[config.mk]
export PLATFORM = sky130hd
export DESIGN_NAME = aux_input_fault_gpi_config
export DESIGN_NICKNAME = d
export VERILOG_FILES = /design/src/core/aux_input_pkg.sv /design/src/core/filt_if.sv /design/src/core/glitch_filter.sv /design/src/core/aux_input_fault_gpi_config.sv
export SDC_FILE = /design/constraint.sdc
export NUM_CORES = 1
export LEC_CHECK = 0
export BUFFER_PORTS_ARGS = -buffer_cell sky130_fd_sc_hd__buf_2
export CAP_MARGIN = 20
export CORE_MARGIN = 3
export CORE_UTILIZATION = 55
export CTS_CLUSTER_SIZE = 28
export DETAILED_ROUTE_END_ITERATION = 10
export PLACE_DENSITY = 0.82
export SLEW_MARGIN = 15
export SYNTH_ARGS = -nofsm -noshare
export SYNTH_HDL_FRONTEND = slang
export SYNTH_HIERARCHICAL = 1
export SYNTH_SLANG_ARGS = --single-unit
[constraint.sdc]
create_clock -name MCLK -period 2.8 [get_ports MCLK]
set_clock_uncertainty 0.05 [all_clocks]
set_input_delay 0 -clock MCLK [delete_from_list [all_inputs] [get_ports MCLK]]
set_output_delay 0 -clock MCLK [all_outputs]
set_load 0.005 [all_outputs]
[src/core/aux_input_pkg.sv]
// Purpose: shared constants for the auxiliary input configuration block
// Assumes: byte-wide registers, 100 MHz clock
// Notes:   times in microseconds, counts derived from the clock period
package aux_input_pkg;

  // --------------------------------------------------------------------
  // register map
  // --------------------------------------------------------------------
  localparam int          ADDR_W         = 8;
  localparam int          DATA_W         = 8;
  localparam logic [7:0]  OFS_OV_THRESH  = 8'h38;
  localparam logic [7:0]  OFS_OV_HYST    = 8'h39;
  localparam logic [7:0]  OFS_UV_THRESH  = 8'h3a;
  localparam logic [7:0]  OFS_UV_HYST    = 8'h3b;
  localparam logic [7:0]  OFS_FAULT_CFG  = 8'h3c;
  localparam logic [7:0]  OFS_FUNC_SEL   = 8'h3d;
  localparam logic [7:0]  OFS_DIGIN_CFG  = 8'h3e;
  localparam logic [7:0]  OFS_IRQ_STATUS = 8'h30;
  localparam logic [7:0]  OFS_IRQ_MASK   = 8'h31;
  localparam logic [7:0]  OFS_LIVE_STATE = 8'h32;

  // --------------------------------------------------------------------
  // field layout
  // --------------------------------------------------------------------
  localparam int HYST_W       = 5;
  localparam int FCFG_W       = 5;
  localparam int FCFG_GF_LSB  = 2;
  localparam int FCFG_RS_LSB  = 0;
  localparam int SEL_W        = 2;
  localparam int DCFG_W       = 7;
  localparam int DCFG_INV     = 6;
  localparam int DCFG_TYP     = 5;
  localparam int DCFG_PUL_LSB = 3;
  localparam int DCFG_GF_LSB  = 0;
  localparam int IRQ_W        = 3;
  localparam int IRQ_OV       = 0;
  localparam int IRQ_UV       = 1;
  localparam int IRQ_GPI      = 2;

  // --------------------------------------------------------------------
  // reset values
  // --------------------------------------------------------------------
  localparam logic [7:0] RST_OV_THRESH = 8'hff;
  localparam logic [7:0] RST_UV_THRESH = 8'h00;
  localparam logic [4:0] RST_HYST      = 5'h00;
  localparam logic [4:0] RST_FAULT_CFG = 5'h03;
  localparam logic [1:0] RST_FUNC_SEL  = 2'h3;
  localparam logic [6:0] RST_DIGIN_CFG = 7'h00;

  // --------------------------------------------------------------------
  // encodings
  // --------------------------------------------------------------------
  localparam logic [1:0] FT_OVER  = 2'h0;
  localparam logic [1:0] FT_EITHER = 2'h1;
  localparam logic [1:0] FT_UNDER = 2'h2;
  localparam logic [1:0] FS_SFD_ONLY  = 2'h0;
  localparam logic [1:0] FS_GPI_ONLY  = 2'h1;
  localparam logic [1:0] FS_GPI_WARN  = 2'h2;

  // --------------------------------------------------------------------
  // timing
  // --------------------------------------------------------------------
  localparam int CLK_PERIOD_NS = 10;
  localparam int US_NS         = 1000;
  localparam int US_CYCLES     = US_NS / CLK_PERIOD_NS;
  localparam int TICK_W        = 14;
  localparam int unsigned GLITCH_US [0:7] =
    '{0, 5, 10, 20, 30, 50, 75, 100};
  localparam int unsigned PULSE_US [0:3] = '{10, 100, 1000, 10000};

endpackage : aux_input_pkg

[src/core/filt_if.sv]
// Purpose: carrier between the block and one glitch filter
// Assumes: limit counted in microsecond ticks
// Notes:   one instance per filtered signal
`timescale 1ns/1ps
interface filt_if;
  logic                              tick;
  logic [aux_input_pkg::TICK_W-1:0]  limit;
  logic                              din;
  logic                              dout;
  modport owner (output tick, output limit, output din, input dout);
  modport filt  (input tick, input limit, input din, output dout);
endinterface : filt_if

[src/core/glitch_filter.sv]
// Purpose: reject pulses shorter than a programmable number of ticks
// Assumes: tick is a one-cycle strobe once per microsecond
// Notes:   limit zero passes the input one cycle later
`timescale 1ns/1ps
module glitch_filter (
  input wire logic clk,
  input wire logic rst,
  filt_if.filt     f
);

  logic [aux_input_pkg::TICK_W-1:0] count;

  // output changes only after the input held its new value long enough
  always_ff @(posedge clk) begin
    if (rst) begin
      count  <= '0;
      f.dout <= 1'b0;
    end else if (f.din == f.dout) begin
      count <= '0;
    end else if (count >= f.limit) begin
      f.dout <= f.din;
      count  <= '0;
    end else if (f.tick) begin
      count <= count + 1'b1;
    end
  end

endmodule : glitch_filter

[src/core/aux_input_fault_gpi_config.sv]
// Purpose: register bank and conditioning of one supervised input
// Assumes: sample is a converted level, synchronous to MCLK
// Notes:   outputs registered; interrupt status cleared by writing one
//
// The strobed register port was chosen for this implementation.
`timescale 1ns/1ps
module aux_input_fault_gpi_config #(
  parameter int          US_CYC                = aux_input_pkg::US_CYCLES,
  parameter int unsigned GLITCH_TICKS [0:7]    = aux_input_pkg::GLITCH_US,
  parameter int unsigned PULSE_TICKS  [0:3]    = aux_input_pkg::PULSE_US
) (
  input  wire logic                             MCLK,
  input  wire logic                             RST,
  input  wire logic [aux_input_pkg::ADDR_W-1:0] REG_ADDR,
  input  wire logic [aux_input_pkg::DATA_W-1:0] REG_WDATA,
  input  wire logic                             REG_WR,
  input  wire logic                             REG_RD,
  output      logic [aux_input_pkg::DATA_W-1:0] REG_RDATA,
  input  wire logic                             INPUT_LEVEL,
  input  wire logic [7:0]                       INPUT_SAMPLE,
  output      logic                             FAULT,
  output      logic                             WARNING,
  output      logic                             GPI_OUT,
  output      logic                             IRQ
);

  localparam int TW = aux_input_pkg::TICK_W;

  // --------------------------------------------------------------------
  // registers
  // --------------------------------------------------------------------
  logic [7:0]                       over_threshold_value;
  logic [aux_input_pkg::HYST_W-1:0] over_hyst;
  logic [7:0]                       under_threshold_value;
  logic [aux_input_pkg::HYST_W-1:0] under_hyst;
  logic [aux_input_pkg::FCFG_W-1:0] fault_cfg;
  logic [aux_input_pkg::SEL_W-1:0]  function_select;
  logic [aux_input_pkg::DCFG_W-1:0] digin_cfg;
  logic [aux_input_pkg::IRQ_W-1:0]  irq_status;
  logic [aux_input_pkg::IRQ_W-1:0]  irq_mask;

  // --------------------------------------------------------------------
  // field views
  // --------------------------------------------------------------------
  logic       input_invert;
  logic       detect_type;
  logic [1:0] edge_pulse_length;
  logic [2:0] glitch_filter_time;
  logic [2:0] sfd_glitch_time;
  logic [1:0] fault_type_select;

  assign input_invert       = digin_cfg[aux_input_pkg::DCFG_INV];
  assign detect_type        = digin_cfg[aux_input_pkg::DCFG_TYP];
  assign edge_pulse_length  =
    digin_cfg[aux_input_pkg::DCFG_PUL_LSB +: 2];
  assign glitch_filter_time =
    digin_cfg[aux_input_pkg::DCFG_GF_LSB +: 3];
  assign sfd_glitch_time    =
    fault_cfg[aux_input_pkg::FCFG_GF_LSB +: 3];
  assign fault_type_select  =
    fault_cfg[aux_input_pkg::FCFG_RS_LSB +: 2];

  // --------------------------------------------------------------------
  // register writes
  // --------------------------------------------------------------------
  always_ff @(posedge MCLK) begin
    if (RST) begin
      over_threshold_value  <= aux_input_pkg::RST_OV_THRESH;
      over_hyst             <= aux_input_pkg::RST_HYST;
      under_threshold_value <= aux_input_pkg::RST_UV_THRESH;
      under_hyst            <= aux_input_pkg::RST_HYST;
      fault_cfg             <= aux_input_pkg::RST_FAULT_CFG;
      function_select       <= aux_input_pkg::RST_FUNC_SEL;
      digin_cfg             <= aux_input_pkg::RST_DIGIN_CFG;
      irq_mask              <= '0;
    end else if (REG_WR) begin
      case (REG_ADDR)
        aux_input_pkg::OFS_OV_THRESH:
          over_threshold_value <= REG_WDATA;
        aux_input_pkg::OFS_OV_HYST:
          over_hyst <= REG_WDATA[aux_input_pkg::HYST_W-1:0];
        aux_input_pkg::OFS_UV_THRESH:
          under_threshold_value <= REG_WDATA;
        aux_input_pkg::OFS_UV_HYST:
          under_hyst <= REG_WDATA[aux_input_pkg::HYST_W-1:0];
        aux_input_pkg::OFS_FAULT_CFG:
          fault_cfg <= REG_WDATA[aux_input_pkg::FCFG_W-1:0];
        aux_input_pkg::OFS_FUNC_SEL:
          function_select <= REG_WDATA[aux_input_pkg::SEL_W-1:0];
        aux_input_pkg::OFS_DIGIN_CFG:
          digin_cfg <= REG_WDATA[aux_input_pkg::DCFG_W-1:0];
        aux_input_pkg::OFS_IRQ_MASK:
          irq_mask <= REG_WDATA[aux_input_pkg::IRQ_W-1:0];
        default: begin
        end
      endcase
    end
  end

  // --------------------------------------------------------------------
  // microsecond timebase
  // --------------------------------------------------------------------
  logic [15:0] tick_count;
  logic        tick;

  always_ff @(posedge MCLK) begin
    if (RST) begin
      tick_count <= '0;
      tick       <= 1'b0;
    end else if (tick_count >= 16'(US_CYC - 1)) begin
      tick_count <= '0;
      tick       <= 1'b1;
    end else begin
      tick_count <= tick_count + 1'b1;
      tick       <= 1'b0;
    end
  end

  // --------------------------------------------------------------------
  // supply fault detector
  // --------------------------------------------------------------------
  logic       over_raw;
  logic       under_raw;
  logic [8:0] over_release;
  logic [8:0] under_release;
  logic       over_release_ok;

  assign over_release    = {1'b0, over_threshold_value}
                         - {4'h0, over_hyst};
  assign under_release   = {1'b0, under_threshold_value}
                         + {4'h0, under_hyst};
  assign over_release_ok = over_threshold_value >= {3'h0, over_hyst};

  // set beyond threshold, clear only past the hysteresis band
  always_ff @(posedge MCLK) begin
    if (RST) begin
      over_raw <= 1'b0;
    end else if (INPUT_SAMPLE > over_threshold_value) begin
      over_raw <= 1'b1;
    end else if (over_release_ok &&
                 {1'b0, INPUT_SAMPLE} < over_release) begin
      over_raw <= 1'b0;
    end
  end

  always_ff @(posedge MCLK) begin
    if (RST) begin
      under_raw <= 1'b0;
    end else if (INPUT_SAMPLE < under_threshold_value) begin
      under_raw <= 1'b1;
    end else if ({1'b0, INPUT_SAMPLE} > under_release) begin
      under_raw <= 1'b0;
    end
  end

  filt_if over_f ();
  filt_if under_f ();

  assign over_f.tick   = tick;
  assign over_f.din    = over_raw;
  assign over_f.limit  = TW'(GLITCH_TICKS[sfd_glitch_time]);
  assign under_f.tick  = tick;
  assign under_f.din   = under_raw;
  assign under_f.limit = TW'(GLITCH_TICKS[sfd_glitch_time]);

  glitch_filter u_over_filter (
    .clk (MCLK),
    .rst (RST),
    .f   (over_f.filt)
  );

  glitch_filter u_under_filter (
    .clk (MCLK),
    .rst (RST),
    .f   (under_f.filt)
  );

  logic sfd_fault;

  always_comb begin
    case (fault_type_select)
      aux_input_pkg::FT_OVER:   sfd_fault = over_f.dout;
      aux_input_pkg::FT_EITHER: sfd_fault = over_f.dout | under_f.dout;
      aux_input_pkg::FT_UNDER:  sfd_fault = under_f.dout;
      default:                  sfd_fault = 1'b0;
    endcase
  end

  // --------------------------------------------------------------------
  // general digital input
  // --------------------------------------------------------------------
  filt_if gpi_f ();

  assign gpi_f.tick  = tick;
  assign gpi_f.din   = INPUT_LEVEL ^ input_invert;
  assign gpi_f.limit = TW'(GLITCH_TICKS[glitch_filter_time]);

  glitch_filter u_gpi_filter (
    .clk (MCLK),
    .rst (RST),
    .f   (gpi_f.filt)
  );

  logic          gpi_prev;
  logic          gpi_edge;
  logic          pulse_active;
  logic [TW-1:0] pulse_count;
  logic [TW-1:0] pulse_len;

  assign gpi_edge  = gpi_f.dout & ~gpi_prev;
  assign pulse_len = TW'(PULSE_TICKS[edge_pulse_length]);

  always_ff @(posedge MCLK) begin
    if (RST) begin
      gpi_prev <= 1'b0;
    end else begin
      gpi_prev <= gpi_f.dout;
    end
  end

  // edge restarts the pulse; it ends on the tick after the count reaches the selected length
  always_ff @(posedge MCLK) begin
    if (RST) begin
      pulse_active <= 1'b0;
      pulse_count  <= '0;
    end else if (gpi_edge) begin
      pulse_active <= 1'b1;
      pulse_count  <= '0;
    end else if (pulse_active && tick) begin
      if (pulse_count >= pulse_len) begin
        pulse_active <= 1'b0;
      end else begin
        pulse_count <= pulse_count + 1'b1;
      end
    end
  end

  logic gpi_result;

  assign gpi_result = detect_type ? pulse_active : gpi_f.dout;

  // --------------------------------------------------------------------
  // function routing and outputs
  // --------------------------------------------------------------------
  logic next_fault;
  logic next_warning;

  always_comb begin
    next_fault   = 1'b0;
    next_warning = 1'b0;
    case (function_select)
      aux_input_pkg::FS_SFD_ONLY: next_fault = sfd_fault;
      aux_input_pkg::FS_GPI_ONLY: next_fault = gpi_result;
      aux_input_pkg::FS_GPI_WARN: begin
        next_fault   = gpi_result;
        next_warning = sfd_fault;
      end
      default: begin
      end
    endcase
  end

  always_ff @(posedge MCLK) begin
    if (RST) begin
      FAULT   <= 1'b0;
      WARNING <= 1'b0;
      GPI_OUT <= 1'b0;
    end else begin
      FAULT   <= next_fault;
      WARNING <= next_warning;
      GPI_OUT <= gpi_result;
    end
  end

  // --------------------------------------------------------------------
  // interrupts
  // --------------------------------------------------------------------
  logic                            over_prev;
  logic                            under_prev;
  logic [aux_input_pkg::IRQ_W-1:0] irq_event;
  logic [aux_input_pkg::IRQ_W-1:0] irq_clear;

  always_ff @(posedge MCLK) begin
    if (RST) begin
      over_prev  <= 1'b0;
      under_prev <= 1'b0;
    end else begin
      over_prev  <= over_f.dout;
      under_prev <= under_f.dout;
    end
  end

  always_comb begin
    irq_event                         = '0;
    irq_event[aux_input_pkg::IRQ_OV]  = over_f.dout & ~over_prev;
    irq_event[aux_input_pkg::IRQ_UV]  = under_f.dout & ~under_prev;
    irq_event[aux_input_pkg::IRQ_GPI] = gpi_edge;
  end

  assign irq_clear = (REG_WR && REG_ADDR == aux_input_pkg::OFS_IRQ_STATUS)
                   ? REG_WDATA[aux_input_pkg::IRQ_W-1:0] : '0;

  // a new event wins over a clear in the same cycle
  always_ff @(posedge MCLK) begin
    if (RST) begin
      irq_status <= '0;
    end else begin
      irq_status <= (irq_status & ~irq_clear) | irq_event;
    end
  end

  always_ff @(posedge MCLK) begin
    if (RST) begin
      IRQ <= 1'b0;
    end else begin
      IRQ <= |(irq_status & irq_mask);
    end
  end

  // --------------------------------------------------------------------
  // register reads
  // --------------------------------------------------------------------
  logic [7:0] next_rdata;

  always_comb begin
    next_rdata = '0;
    case (REG_ADDR)
      aux_input_pkg::OFS_OV_THRESH:  next_rdata = over_threshold_value;
      aux_input_pkg::OFS_OV_HYST:    next_rdata = {3'h0, over_hyst};
      aux_input_pkg::OFS_UV_THRESH:  next_rdata = under_threshold_value;
      aux_input_pkg::OFS_UV_HYST:    next_rdata = {3'h0, under_hyst};
      aux_input_pkg::OFS_FAULT_CFG:  next_rdata = {3'h0, fault_cfg};
      aux_input_pkg::OFS_FUNC_SEL:   next_rdata = {6'h00, function_select};
      aux_input_pkg::OFS_DIGIN_CFG:  next_rdata = {1'b0, digin_cfg};
      aux_input_pkg::OFS_IRQ_STATUS: next_rdata = {5'h00, irq_status};
      aux_input_pkg::OFS_IRQ_MASK:   next_rdata = {5'h00, irq_mask};
      aux_input_pkg::OFS_LIVE_STATE:
        next_rdata = {2'h0, pulse_active, gpi_f.dout, sfd_fault,
                      gpi_result, under_f.dout, over_f.dout};
      default: next_rdata = '0;
    endcase
  end

  always_ff @(posedge MCLK) begin
    if (RST) begin
      REG_RDATA <= '0;
    end else if (REG_RD) begin
      REG_RDATA <= next_rdata;
    end else begin
      REG_RDATA <= '0;
    end
  end

endmodule : aux_input_fault_gpi_config

==> out/summary.txt, run 1 <==
Top Usage Layer GRT = met2
Primary FF master, synth = dfxtp_1
Crit path buf inv count = 0
Antenna cells = 0
Max transition margin = 0.551
Number of global-route vias before repair = 7215
Count of cell types in the netlist = 59
Synth async-reset ratio = 0
Critical path capture point type = flip-flop
Worst Path Class, Setup = reg2reg
Router iterations before antenna repair = 6
DR vias/cell = 5.79
Final ANT Viol Nets = 0
Largest family of logic cells by synthesized area = simple AND/OR/NAND/NOR gates
Final Critical Period = 3.00 ns
CTS sink cnt = 140
Max VDD drop = 0.452 mV
Design Area, Final = 10100 um^2
Clock transition at path regs = 0.07 ns
Grt met2 use = 0.398
Clk buf depth = 2
Synth Area in Compound Gates = 0.123
Post-Syn Instances = 1010
Gr ovfl total = 0
Initial antenna violation count = 0
Placed cell count = 1269
Pin count of the biggest net entering global routing = 61
Final setup viols = 1
Boundary pin count = 41
Critical R2R Launch = under_hyst[1]$_SDFFE_PP0P_
Post-place setup slack = -0.00170 ns
Post-route DRC = 0
H-Tree Depth = 4
CP Launch Point = under_hyst[1]$_SDFFE_PP0P_
Share of layout cells above drive strength 1 = 0.130
Failing checks = setup timing
Hold crit path type = in2reg
Final WS setup = -0.200 ns
CP top delay family = compound AO/OA/AOI/OAI gates
Clock root buffer master = clkbuf_16
Rows = 45
Die ar. = 17300 um^2
Power Density = 450 nW/um^2
Number of flops mapped to enable cells by yosys = 0
Static Leak = 4.31 nW
Final net count = 1247
Cell Chain, Critical Path = ha_1 > a21o_1 > a21oi_2 > o21bai_1 > a21oi_2 > nor3_1 > xnor2_1 > ha_1 > o211ai_1 > nor2_1 > a2111oi_2 > o31ai_4 > o221ai_1
HPWL after DPL = 14.6 mm
CTS tree = done
Iter 0 DRT Violations = 650
Adder-cell share of the synthesized area = 0.166
Mean post-synth cell area = 8.57 um^2
Die Y = 131 um
Area of the core = 15300 um^2
Final count of hold timing violations = 0
Gp weighted congestion = 0.914
GR Layer Usage met1 = 0.291
Register bit total from synthesis = 140
First-pass GRT wire length = 33.7 mm
CP arrival = 3.29 ns
Clock Latency Late Sink = 0.43 ns
Yosys synthesis warning count = 6
CTS Buf Count = 17
Die W = 131 um
Critical path fanouts, max = 4
Synth Area in XOR/XNOR = 0.0607
Initial Util = 0.565
Routed WL = 21.1 mm
Final period utilization = 1.07
Slowest CP cell = a2111oi_2
Placed Area = 9130 um^2
Area grow syn2layout = 16.1%
Non-filler cells in the finished layout = 1329
Via Count = 7694
Post-synthesis mux area share = 0.0594
Max_cap viols = 0
CP Launch Type = flip-flop
Run status = complete, but fails checks
Port Buffers = 40
Worst Path Required = 3.09 ns
Met3 Track Usage GR = 0.0498
Synthesized cell area = 8660 um^2
Gr usage total = 0.233
Max-slew violation count = 0
RSZ-0062 raised after global routing = yes
Register area share after synthesis = 0.324
Final total power = 4.52 mW
Hold Path Origin = RST
Mean routed wirelength per cell = 15.9 um
Slew @ Worst Pin = 0.673 ns
Synth Area in Simple Gates = 0.205
F_max = 333 MHz
Crit-path max cell delay = 0.41 ns
-- repair_timing --
action | CTS | global route
hold endpoints to repair | 36 | 0
gates resized for setup | 7 | 19
hold buffers | 11 | 0
cloned | 0 | 1
setup buffers | 10 | 6
pin swaps | 4 | 18
setup endpoints to repair | 2 | 16
-- worst register-to-register path, delay by kind of cell (launching register included) --
family                     cells  cell delay [ns]
xor gates and xnor gates       1             0.14
and+or+nand+nor                2             0.17
DFF                            1             0.38
adders and majority gates      2             0.59
AOI/OAI and AO/OA              8             1.58
-- registers in the layout (all words and copies together), names as in the netlist, 2 cells and up --
signal,count
REG_RDATA,8
digin_cfg,7
fault_cfg,5
function_select,2
irq_mask,3
irq_status,3
over_hyst,5
over_threshold_value,8
pulse_count,14
tick_count,16
u_gpi_filter/count,14
u_over_filter/count,14
u_under_filter/count,14
under_hyst,5
under_threshold_value,8
-- power by group --
part	total (mW)	internal, mW	switching (mW)
registers	2.01	2.00	0.0103
logic	0.251	0.0976	0.154
clock network	2.26	1.28	0.982
total	4.52	3.38	1.15
-- worst paths after layout --
kind,endpoint,slack (ns),cells past startpoint
hold reg to reg,tick_count[0]$_SDFF_PP0_,0.39,1
hold / removal,over_threshold_value[7]$_SDFFE_PP1P_,0.08,3
setup reg to reg,under_f.din$_SDFFE_PP0P_,-0.20,13
setup / recovery,under_f.din$_SDFFE_PP0P_,-0.20,13
-- metal layers --
layer | wire length (um) | vias to the layer above
met5 | 0 | -
met4 | 627 | 0
met3 | 1470 | 71
met2 | 10100 | 330
met1 | 8940 | 3598
li1 | - | 3695
-- Yosys cell counts, drive strengths merged, types with 20 or more instances --
| cell | count | area (um^2) |
|---|---|---|
| nand4 | 34 | 213 |
| mux2i | 39 | 390 |
| nor2 | 117 | 462 |
| ha | 111 | 1390 |
| nand3 | 25 | 130 |
| inv | 89 | 334 |
| dfxtp | 140 | 2800 |
| and3 | 25 | 156 |
| nand2 | 76 | 285 |
| a21oi | 64 | 320 |
| xor2 | 42 | 368 |
| o21ai | 32 | 160 |
| nand2b | 20 | 125 |
-- kinds of logic after synthesis --
logic type,Yosys count
AOI/OAI and AO/OA,169
xor gates and xnor gates,60
adders and majority gates,114
buffers and inverters,123
DFF,140
muxes,47
other,1
and+or+nand+nor,356
-- area by class of cell --
class / count / area, um^2
flip-flops and latches: 140 / 2810
multi-input cells: 777 / 5520
well taps: 211 / 264
fillers: 1239 / 5260
clock inverters: 15 / 169
clock buffers: 17 / 425
repair buffers: 80 / 528
inverters: 89 / 334
-- through the flow --
| step | util | setup TNS, ns | hold slack [ns] |
|---|---|---|---|
| after floorplan | - | 0 | 0.0741 |
| after global placement | 0.596 | 0 | 0.205 |
| after detailed placement | 0.596 | -0.00170 | 0.220 |
| after CTS | 0.648 | 0 | 0.0266 |
| after global routing | 0.656 | -0.448 | 0.0630 |
| final | 0.656 | -0.200 | 0.0828 |
-- layout by cell type (no fill, tap or decap), types with 28 or more instances in the layout --
cell,count
o21ai_0,28
mux2i_1,39
buf_4,29
buf_2,40
a21oi_1,62
nand2_1,75
dfxtp_1,136
nand4_1,34
xor2_1,42
conb_1,30
ha_1,110
nor2_1,108
inv_1,88
(Power assumes the default switching activity.)
==> run 2, diff against run 1 <==
PLACE_DENSITY = unset   (was 0.82)
PLACE_DENSITY_LB_ADDON = 0.12   (was unset)
RECOVER_POWER = 50   (was unset)
==> run 2 against run 1 <==
Against the previous run: the flow now finishes without violations; sequential power barely moved; routed wire length fell by 9.0%; worst hold slack got worse by 0.039 ns; register-to-register slack improved by 0.21 ns; power rose by 2.2%; first-iteration DRC count fell by 26%; critical path type unchanged; largest power group unchanged; highest routed layer unchanged.
==> out/summary.txt, run 2 (synthesis gave the netlist of run 1 again) <==
Run status = complete, no violations
Max reg flops = 16 (unchanged)
Gp weighted congestion = 0.877 (-4.1%)
Clock transition at path regs = 0.06 ns (about the same)
Final Critical Period = 2.79 ns (-0.208 ns)
Rows = 45 (unchanged)
Via Count = 7147 (-7.1%)
Power share of the combinational group = 0.051 (-0.005)
Final net count = 1235 (-0.96%)
Crit path buf inv count = 1 (+1)
Register area = 2810 um^2 (+0.18%)
Power share of the sequential group = 0.435 (-0.010)
Share of layout cells above drive strength 1 = 0.115 (-0.0149)
Initial Util = 0.565 (unchanged)
Placed Area = 9160 um^2 (+0.30%)
Number of global-route vias before repair = 6624 (-8.2%)
Filler cells = 1371 (+11%)
Hold crit path type = in2reg
Final hold slack = 0.0441 ns (-0.0387 ns)
CP Launch Type = flip-flop
Pin count of the biggest net entering global routing = 61 (unchanged)
Worst Path Required = 3.08 ns (about the same)
Design Area, Final = 9960 um^2 (-0.93%)
Port Buffers = 40 (unchanged)
CP arrival = 3.08 ns (-0.21 ns)
Cell Chain, Critical Path = ha_4 > inv_2 > fa_2 > nor2b_2 > o21a_1 > o21ai_1 > nand2b_1 > nand2_2 > xnor2_2 > ha_1 > o211ai_1 > nor2_1 > a2111oi_0 > o31ai_1 > o221ai_1
Max VDD drop = 0.432 mV (-4.4%)
H-Tree Depth = 4 (unchanged)
Slew @ Worst Pin = 0.950 ns (+0.277 ns)
Final period utilization = 0.997 (-0.0742)
Area grow syn2layout = 15.0%
FF-to-FF End = under_f.din$_SDFFE_PP0P_
First-pass GRT wire length = 32.0 mm (-4.9%)
F_max = 358 MHz (+7.4%)
Min-Delay Path Depth = 3 (unchanged)
Die W = 131 um (unchanged)
Hold Path Origin = REG_RD
Critical path fanouts, max = 3 (-1)
Die ar. = 17300 um^2 (unchanged)
Crit-path max cell delay = 0.37 ns (-0.04 ns)
Clock root buffer master = clkbuf_16
Gr usage total = 0.223 (-0.0101)
Clock power frac = 0.514 (+0.015)
Worst Path Class, Setup = reg2reg
Die Y = 131 um (unchanged)
Multi-input logic area = 5470 um^2 (-0.95%)
Mean routed wirelength per cell = 14.6 um (-8.2%)
Final setup viols = 0 (-1)
Internal = 3.54 mW (+4.9%)
Clock Latency Late Sink = 0.42 ns (about the same)
Iter 0 DRT Violations = 480 (-26%)
CTS tree = done
HPWL after DPL = 14.1 mm (-2.9%)
CTS sink cnt = 140 (unchanged)
Max_cap viols = 0 (unchanged)
Final count of hold timing violations = 0 (unchanged)
R2R Setup Slk = 0.008 ns (+0.21 ns)
Top reg by flops = tick_count
Gr ovfl total = 0 (unchanged)
Power Density = 464 nW/um^2 (+3.2%)
Area of the core = 15300 um^2 (unchanged)
RSZ-0062 raised after global routing = yes
Post-route DRC = 0 (unchanged)
Max-slew violation count = 0 (unchanged)
CP top delay family = compound AO/OA/AOI/OAI gates
Most common cell after layout, fill and taps aside = dfxtp_1
Max transition margin = 0.367 (-0.184)
Routed WL = 19.2 mm (-9.0%)
Critical R2R Launch = under_hyst[0]$_SDFFE_PP0P_
CTS Buf Count = 17 (unchanged)
Clk buf depth = 2 (unchanged)
Slowest CP cell = dfxtp_4
Sw Ratio = 0.234 (-0.0198)
Boundary pin count = 41 (unchanged)
Most frequent cells in the layout = dfxtp_1 (134), ha_1 (110), nor2_1 (108)
Antenna cells = 0 (unchanged)
Final ANT Viol Nets = 0 (unchanged)
Switching pwr = 1.08 mW (-5.8%)
DR vias/cell = 5.43 (-6.3%)
Static Leak = 4.22 nW (-2.0%)
Router iterations before antenna repair = 5 (-1)
Critical path capture point type = flip-flop
Initial antenna violation count = 0 (unchanged)
FF-to-FF path depth = 15 (+2)
Min-Delay Endpoint = REG_RDATA[7]$_SDFF_PP0_
==> run 2: cell types whose count changed in the layout (fill, tap and decap cells not counted), sizes merged <==
cell	previous run	this run
buf	69	53
bufinv	1	3
clkbuf	17	22
clkinv	3	1
clkinvlp	1	3
dlygate4sd3	11	12
inv	99	96
nand3	26	25
==> run 2: worst register-to-register path: stages, from the launching register on <==
cell and delay, ns:
dfxtp_4 0.37, ha_4 0.14, inv_2 0.03, fa_2 0.37
nor2b_2 0.14, o21a_1 0.16, o21ai_1 0.06, nand2b_1 0.12
nand2_2 0.08, xnor2_2 0.13, ha_1 0.31, o211ai_1 0.12
nor2_1 0.06, a2111oi_0 0.35, o31ai_1 0.13, o221ai_1 0.09
==> run 2: power groups by stage <==
stage,clock network (mW),registers (mW),logic [mW]
finish,2.37,2.01,0.236
global route,2.49,2.01,0.264
CTS,2.42,2.01,0.232
detailed placement,0,2.06,0.217
global placement,0,2.06,0.216
floorplan,0,2.05,0.149
==> run 2: worst max path at each step <==
stage | from | end | slack (ns) | cells past startpoint
2_1_floorplan | over_hyst[1]$_SDFFE_PP0P_ | over_f.din$_SDFFE_PP0P_ | 0.13 | 13
3_3_place_gp | over_hyst[1]$_SDFFE_PP0P_ | over_f.din$_SDFFE_PP0P_ | 0.1 | 13
3_5_place_dp | over_hyst[1]$_SDFFE_PP0P_ | over_f.din$_SDFFE_PP0P_ | 0.004 | 13
4_1_cts | over_hyst[1]$_SDFFE_PP0P_ | over_f.din$_SDFFE_PP0P_ | 0.002 | 13
5_1_grt | under_hyst[0]$_SDFFE_PP0P_ | under_f.din$_SDFFE_PP0P_ | -0.18 | 15
6_report | under_hyst[0]$_SDFFE_PP0P_ | under_f.din$_SDFFE_PP0P_ | 0.008 | 15
==> run 2: repair_timing <==
item / in CTS / in global routing
gates resized for setup: 0 / 23
setup buffers: 0 / 2
hold buffers: 12 / 0
setup endpoints to repair: 0 / 6
endpoints found under the hold margin: 40 / 0
==> run 2: per-layer routing <==
metal / share of wire / wire length (um) / GRT usage
met5: 0 / 0 / 0
met4: 0.010 / 194 / 0.0554
met3: 0.050 / 967 / 0.0525
met2: 0.46 / 8750 / 0.352
met1: 0.48 / 9290 / 0.310
==> run 2: per-stage QoR <==
step / utilization / power (mW) / setup TNS (ns) / setup WS [ns] / std cells
6_report: 0.650 / 4.62 / 0 / 0.00771 / 1317
2_1_floorplan: - / 2.20 / 0 / 0.130 / 1039
5_1_grt: 0.650 / 4.77 / -0.182 / -0.182 / 1317
3_5_place_dp: 0.598 / 2.27 / 0 / 0.00437 / 1271
3_3_place_gp: 0.598 / 2.27 / 0 / 0.0987 / 1271
4_1_cts: 0.646 / 4.67 / 0 / 0.00218 / 1315
==> run 2: layout make-up <==
cell class                      instances  share of cell area
Tap cell                              211              0.0265
Clock buffer                           18              0.0441
Sequential cell                       140               0.282
Multi-Input combinational cell        776               0.549
Timing Repair Buffer                   69              0.0457
Clock inverter                         14              0.0182
Inverter                               89              0.0335
==> run 3, diff against run 2 <==
--- a/constraint.sdc
+++ b/constraint.sdc
@@ -3,3 +3,3 @@
 set_input_delay 0 -clock MCLK [delete_from_list [all_inputs] [get_ports MCLK]]
 set_output_delay 0 -clock MCLK [all_outputs]
-set_load 0.005 [all_outputs]
+set_load 0.05 [all_outputs]
==> run 3 against run 2 <==
Against the previous run: the flow now finishes with violations (setup timing); die area stayed put; core utilization decreased by 0.073 points; sequential cell count unchanged; worst setup slack worse by 0.028 ns; non-clock buffer count unchanged; largest power group unchanged.
==> out/summary.txt, run 3 (synthesis gave the netlist of run 1 again) <==
Boundary pin count = 41 (unchanged)
Failing checks = setup timing
CP arrival = 3.10 ns (+0.02 ns)
Final Critical Period = 2.82 ns (+0.0279 ns)
Die Y = 131 um (unchanged)
Worst Path Class, Setup = reg2reg
Router iterations before antenna repair = 6 (+1)
Power share of the sequential group = 0.435 (about the same)
Port Buffers = 40 (unchanged)
Clock power frac = 0.514 (about the same)
Post-route DRC = 0 (unchanged)
Slew @ Worst Pin = 0.972 ns (+0.0220 ns)
Critical path fanouts, max = 3 (unchanged)
FF-to-FF path depth = 15 (unchanged)
Min-Delay Path Depth = 3 (unchanged)
Final total power = 4.62 mW (about the same)
Most common cell after layout, fill and taps aside = dfxtp_1
Critical path capture point type = flip-flop
Switching pwr = 1.08 mW (+0.16%)
Number of global-route vias before repair = 6624 (unchanged)
Antenna cells = 0 (unchanged)
Pin count of the biggest net entering global routing = 61 (unchanged)
Max VDD drop = 0.435 mV (+0.61%)
Static Leak = 4.18 nW (-0.94%)
Iter 0 DRT Violations = 476 (-0.83%)
H-Tree Depth = 4 (unchanged)
CTS sink cnt = 140 (unchanged)
Mean routed wirelength per cell = 14.6 um (about the same)
Filler cells = 1374 (+0.22%)
Die ar. = 17300 um^2 (unchanged)
Routed WL = 19.2 mm (about the same)
Max reg flops = 16 (unchanged)
Clock transition at path regs = 0.06 ns (about the same)
Final WS setup = -0.0202 ns (-0.0279 ns)
Max_cap viols = 0 (unchanged)
Top reg by flops = tick_count
Gr ovfl total = 0 (unchanged)
Area of the core = 15300 um^2 (unchanged)
Final count of hold timing violations = 0 (unchanged)
Power Density = 465 nW/um^2 (+0.14%)
Gr usage total = 0.223 (unchanged)
Via Count = 7155 (+0.11%)
Rows = 45 (unchanged)
Initial antenna violation count = 0 (unchanged)
Final setup viols = 1 (+1)
Run status = complete, but fails checks
RSZ-0062 raised after global routing = yes
First-pass GRT wire length = 32.0 mm (unchanged)
Clk buf depth = 2 (unchanged)
DR vias/cell = 5.43 (+0.11%)
Max-slew violation count = 0 (unchanged)
Final period utilization = 1.01 (+0.00997)
Worst Path Required = 3.08 ns (about the same)
Clock Latency Late Sink = 0.42 ns (about the same)
Sw Ratio = 0.234 (+0.000293)
Die W = 131 um (unchanged)
Gp weighted congestion = 0.877 (unchanged)
Hold crit path type = in2reg
Internal = 3.54 mW (about the same)
CTS tree = done
Most frequent cells in the layout = dfxtp_1 (134), ha_1 (110), nor2_1 (108)
Power share of the combinational group = 0.051 (about the same)
Clock root buffer master = clkbuf_16
CTS Buf Count = 17 (unchanged)
F_max = 355 MHz (-0.99%)
Post-place setup slack = 0.00437 ns (unchanged)
CP Launch Type = flip-flop
HPWL after DPL = 14.1 mm (unchanged)
Share of layout cells above drive strength 1 = 0.107 (-0.00814)
Final net count = 1235 (unchanged)
Area grow syn2layout = 14.9%
Final ANT Viol Nets = 0 (unchanged)
Initial Util = 0.565 (unchanged)
Max transition margin = 0.352 (-0.0147)
## run 3: cell count changes in the layout (fill, tap and decap cells not counted), sizes merged
cell,delta
clkbuf,+9
buf,-9
## run 3: repair_timing
item | 4_1_cts | 5_1_grt
resized for setup | 0 | 23
setup buffers | 0 | 2
endpoints found under the setup margin | 0 | 6
endpoints found under the hold margin | 40 | 0
hold buffers | 12 | 0
## run 3: worst paths after layout
path	start	endpoint	slack [ns]
worst min register to register	tick_count[0]$_SDFF_PP0_	tick_count[0]$_SDFF_PP0_	0.41
worst max-delay path	under_hyst[0]$_SDFFE_PP0P_	under_f.din$_SDFFE_PP0P_	-0.02
worst min-delay path	REG_RD	REG_RDATA[7]$_SDFF_PP0_	0.05
worst max register to register	under_hyst[0]$_SDFFE_PP0P_	under_f.din$_SDFFE_PP0P_	-0.02
## run 3: power by group through the flow
stage,Sequential (mW),Combinational [mW],Clock [mW]
floorplan,2.05,0.149,0
global placement,2.06,0.216,0
CTS,2.01,0.232,2.42
finish,2.01,0.236,2.38
detailed placement,2.06,0.218,0
global route,2.01,0.265,2.49
## run 3: cell type report
| class | count | area (um^2) | area share |
|---|---|---|---|
| multi-input cells | 776 | 5470 | 0.550 |
| inverters | 89 | 334 | 0.0336 |
| repair buffers | 69 | 444 | 0.0447 |
| well taps | 211 | 264 | 0.0265 |
| flip-flops and latches | 140 | 2810 | 0.283 |
| clock buffers | 18 | 439 | 0.0442 |
| clock inverters | 14 | 181 | 0.0182 |
## run 3: stage by stage
step                 util  instances  TNS [ns]  area, um^2  hold slack, ns
floorplan               -       1039         0        8760          0.0741
global placement    0.598       1271         0        9160           0.203
detailed placement  0.598       1271         0        9160           0.207
CTS                 0.646       1315         0        9900          0.0250
global route        0.650       1317    -0.182        9950          0.0542
finish              0.650       1317   -0.0202        9950          0.0471
## run 3: per-layer routing
layer	wire length, um	GRT usage	vias up	share of wire
met1	9350	0.310	3319	0.49
li1	-	-	3663	-
met2	8690	0.352	153	0.45
met4	208	0.0554	0	0.011
met3	957	0.0525	20	0.050
met5	0	0	-	0
## run 3: critical path, cell delays in order (launching register included)
cell and delay (ns):
dfxtp_4 0.37, ha_4 0.14, inv_2 0.03, fa_2 0.37, nor2b_2 0.15, o21a_1 0.16
o21ai_1 0.06, nand2b_1 0.13, nand2_2 0.08, xnor2_2 0.13, ha_1 0.31, o211ai_1 0.12
nor2_1 0.07, a2111oi_0 0.36, o31ai_1 0.13, o221ai_1 0.09
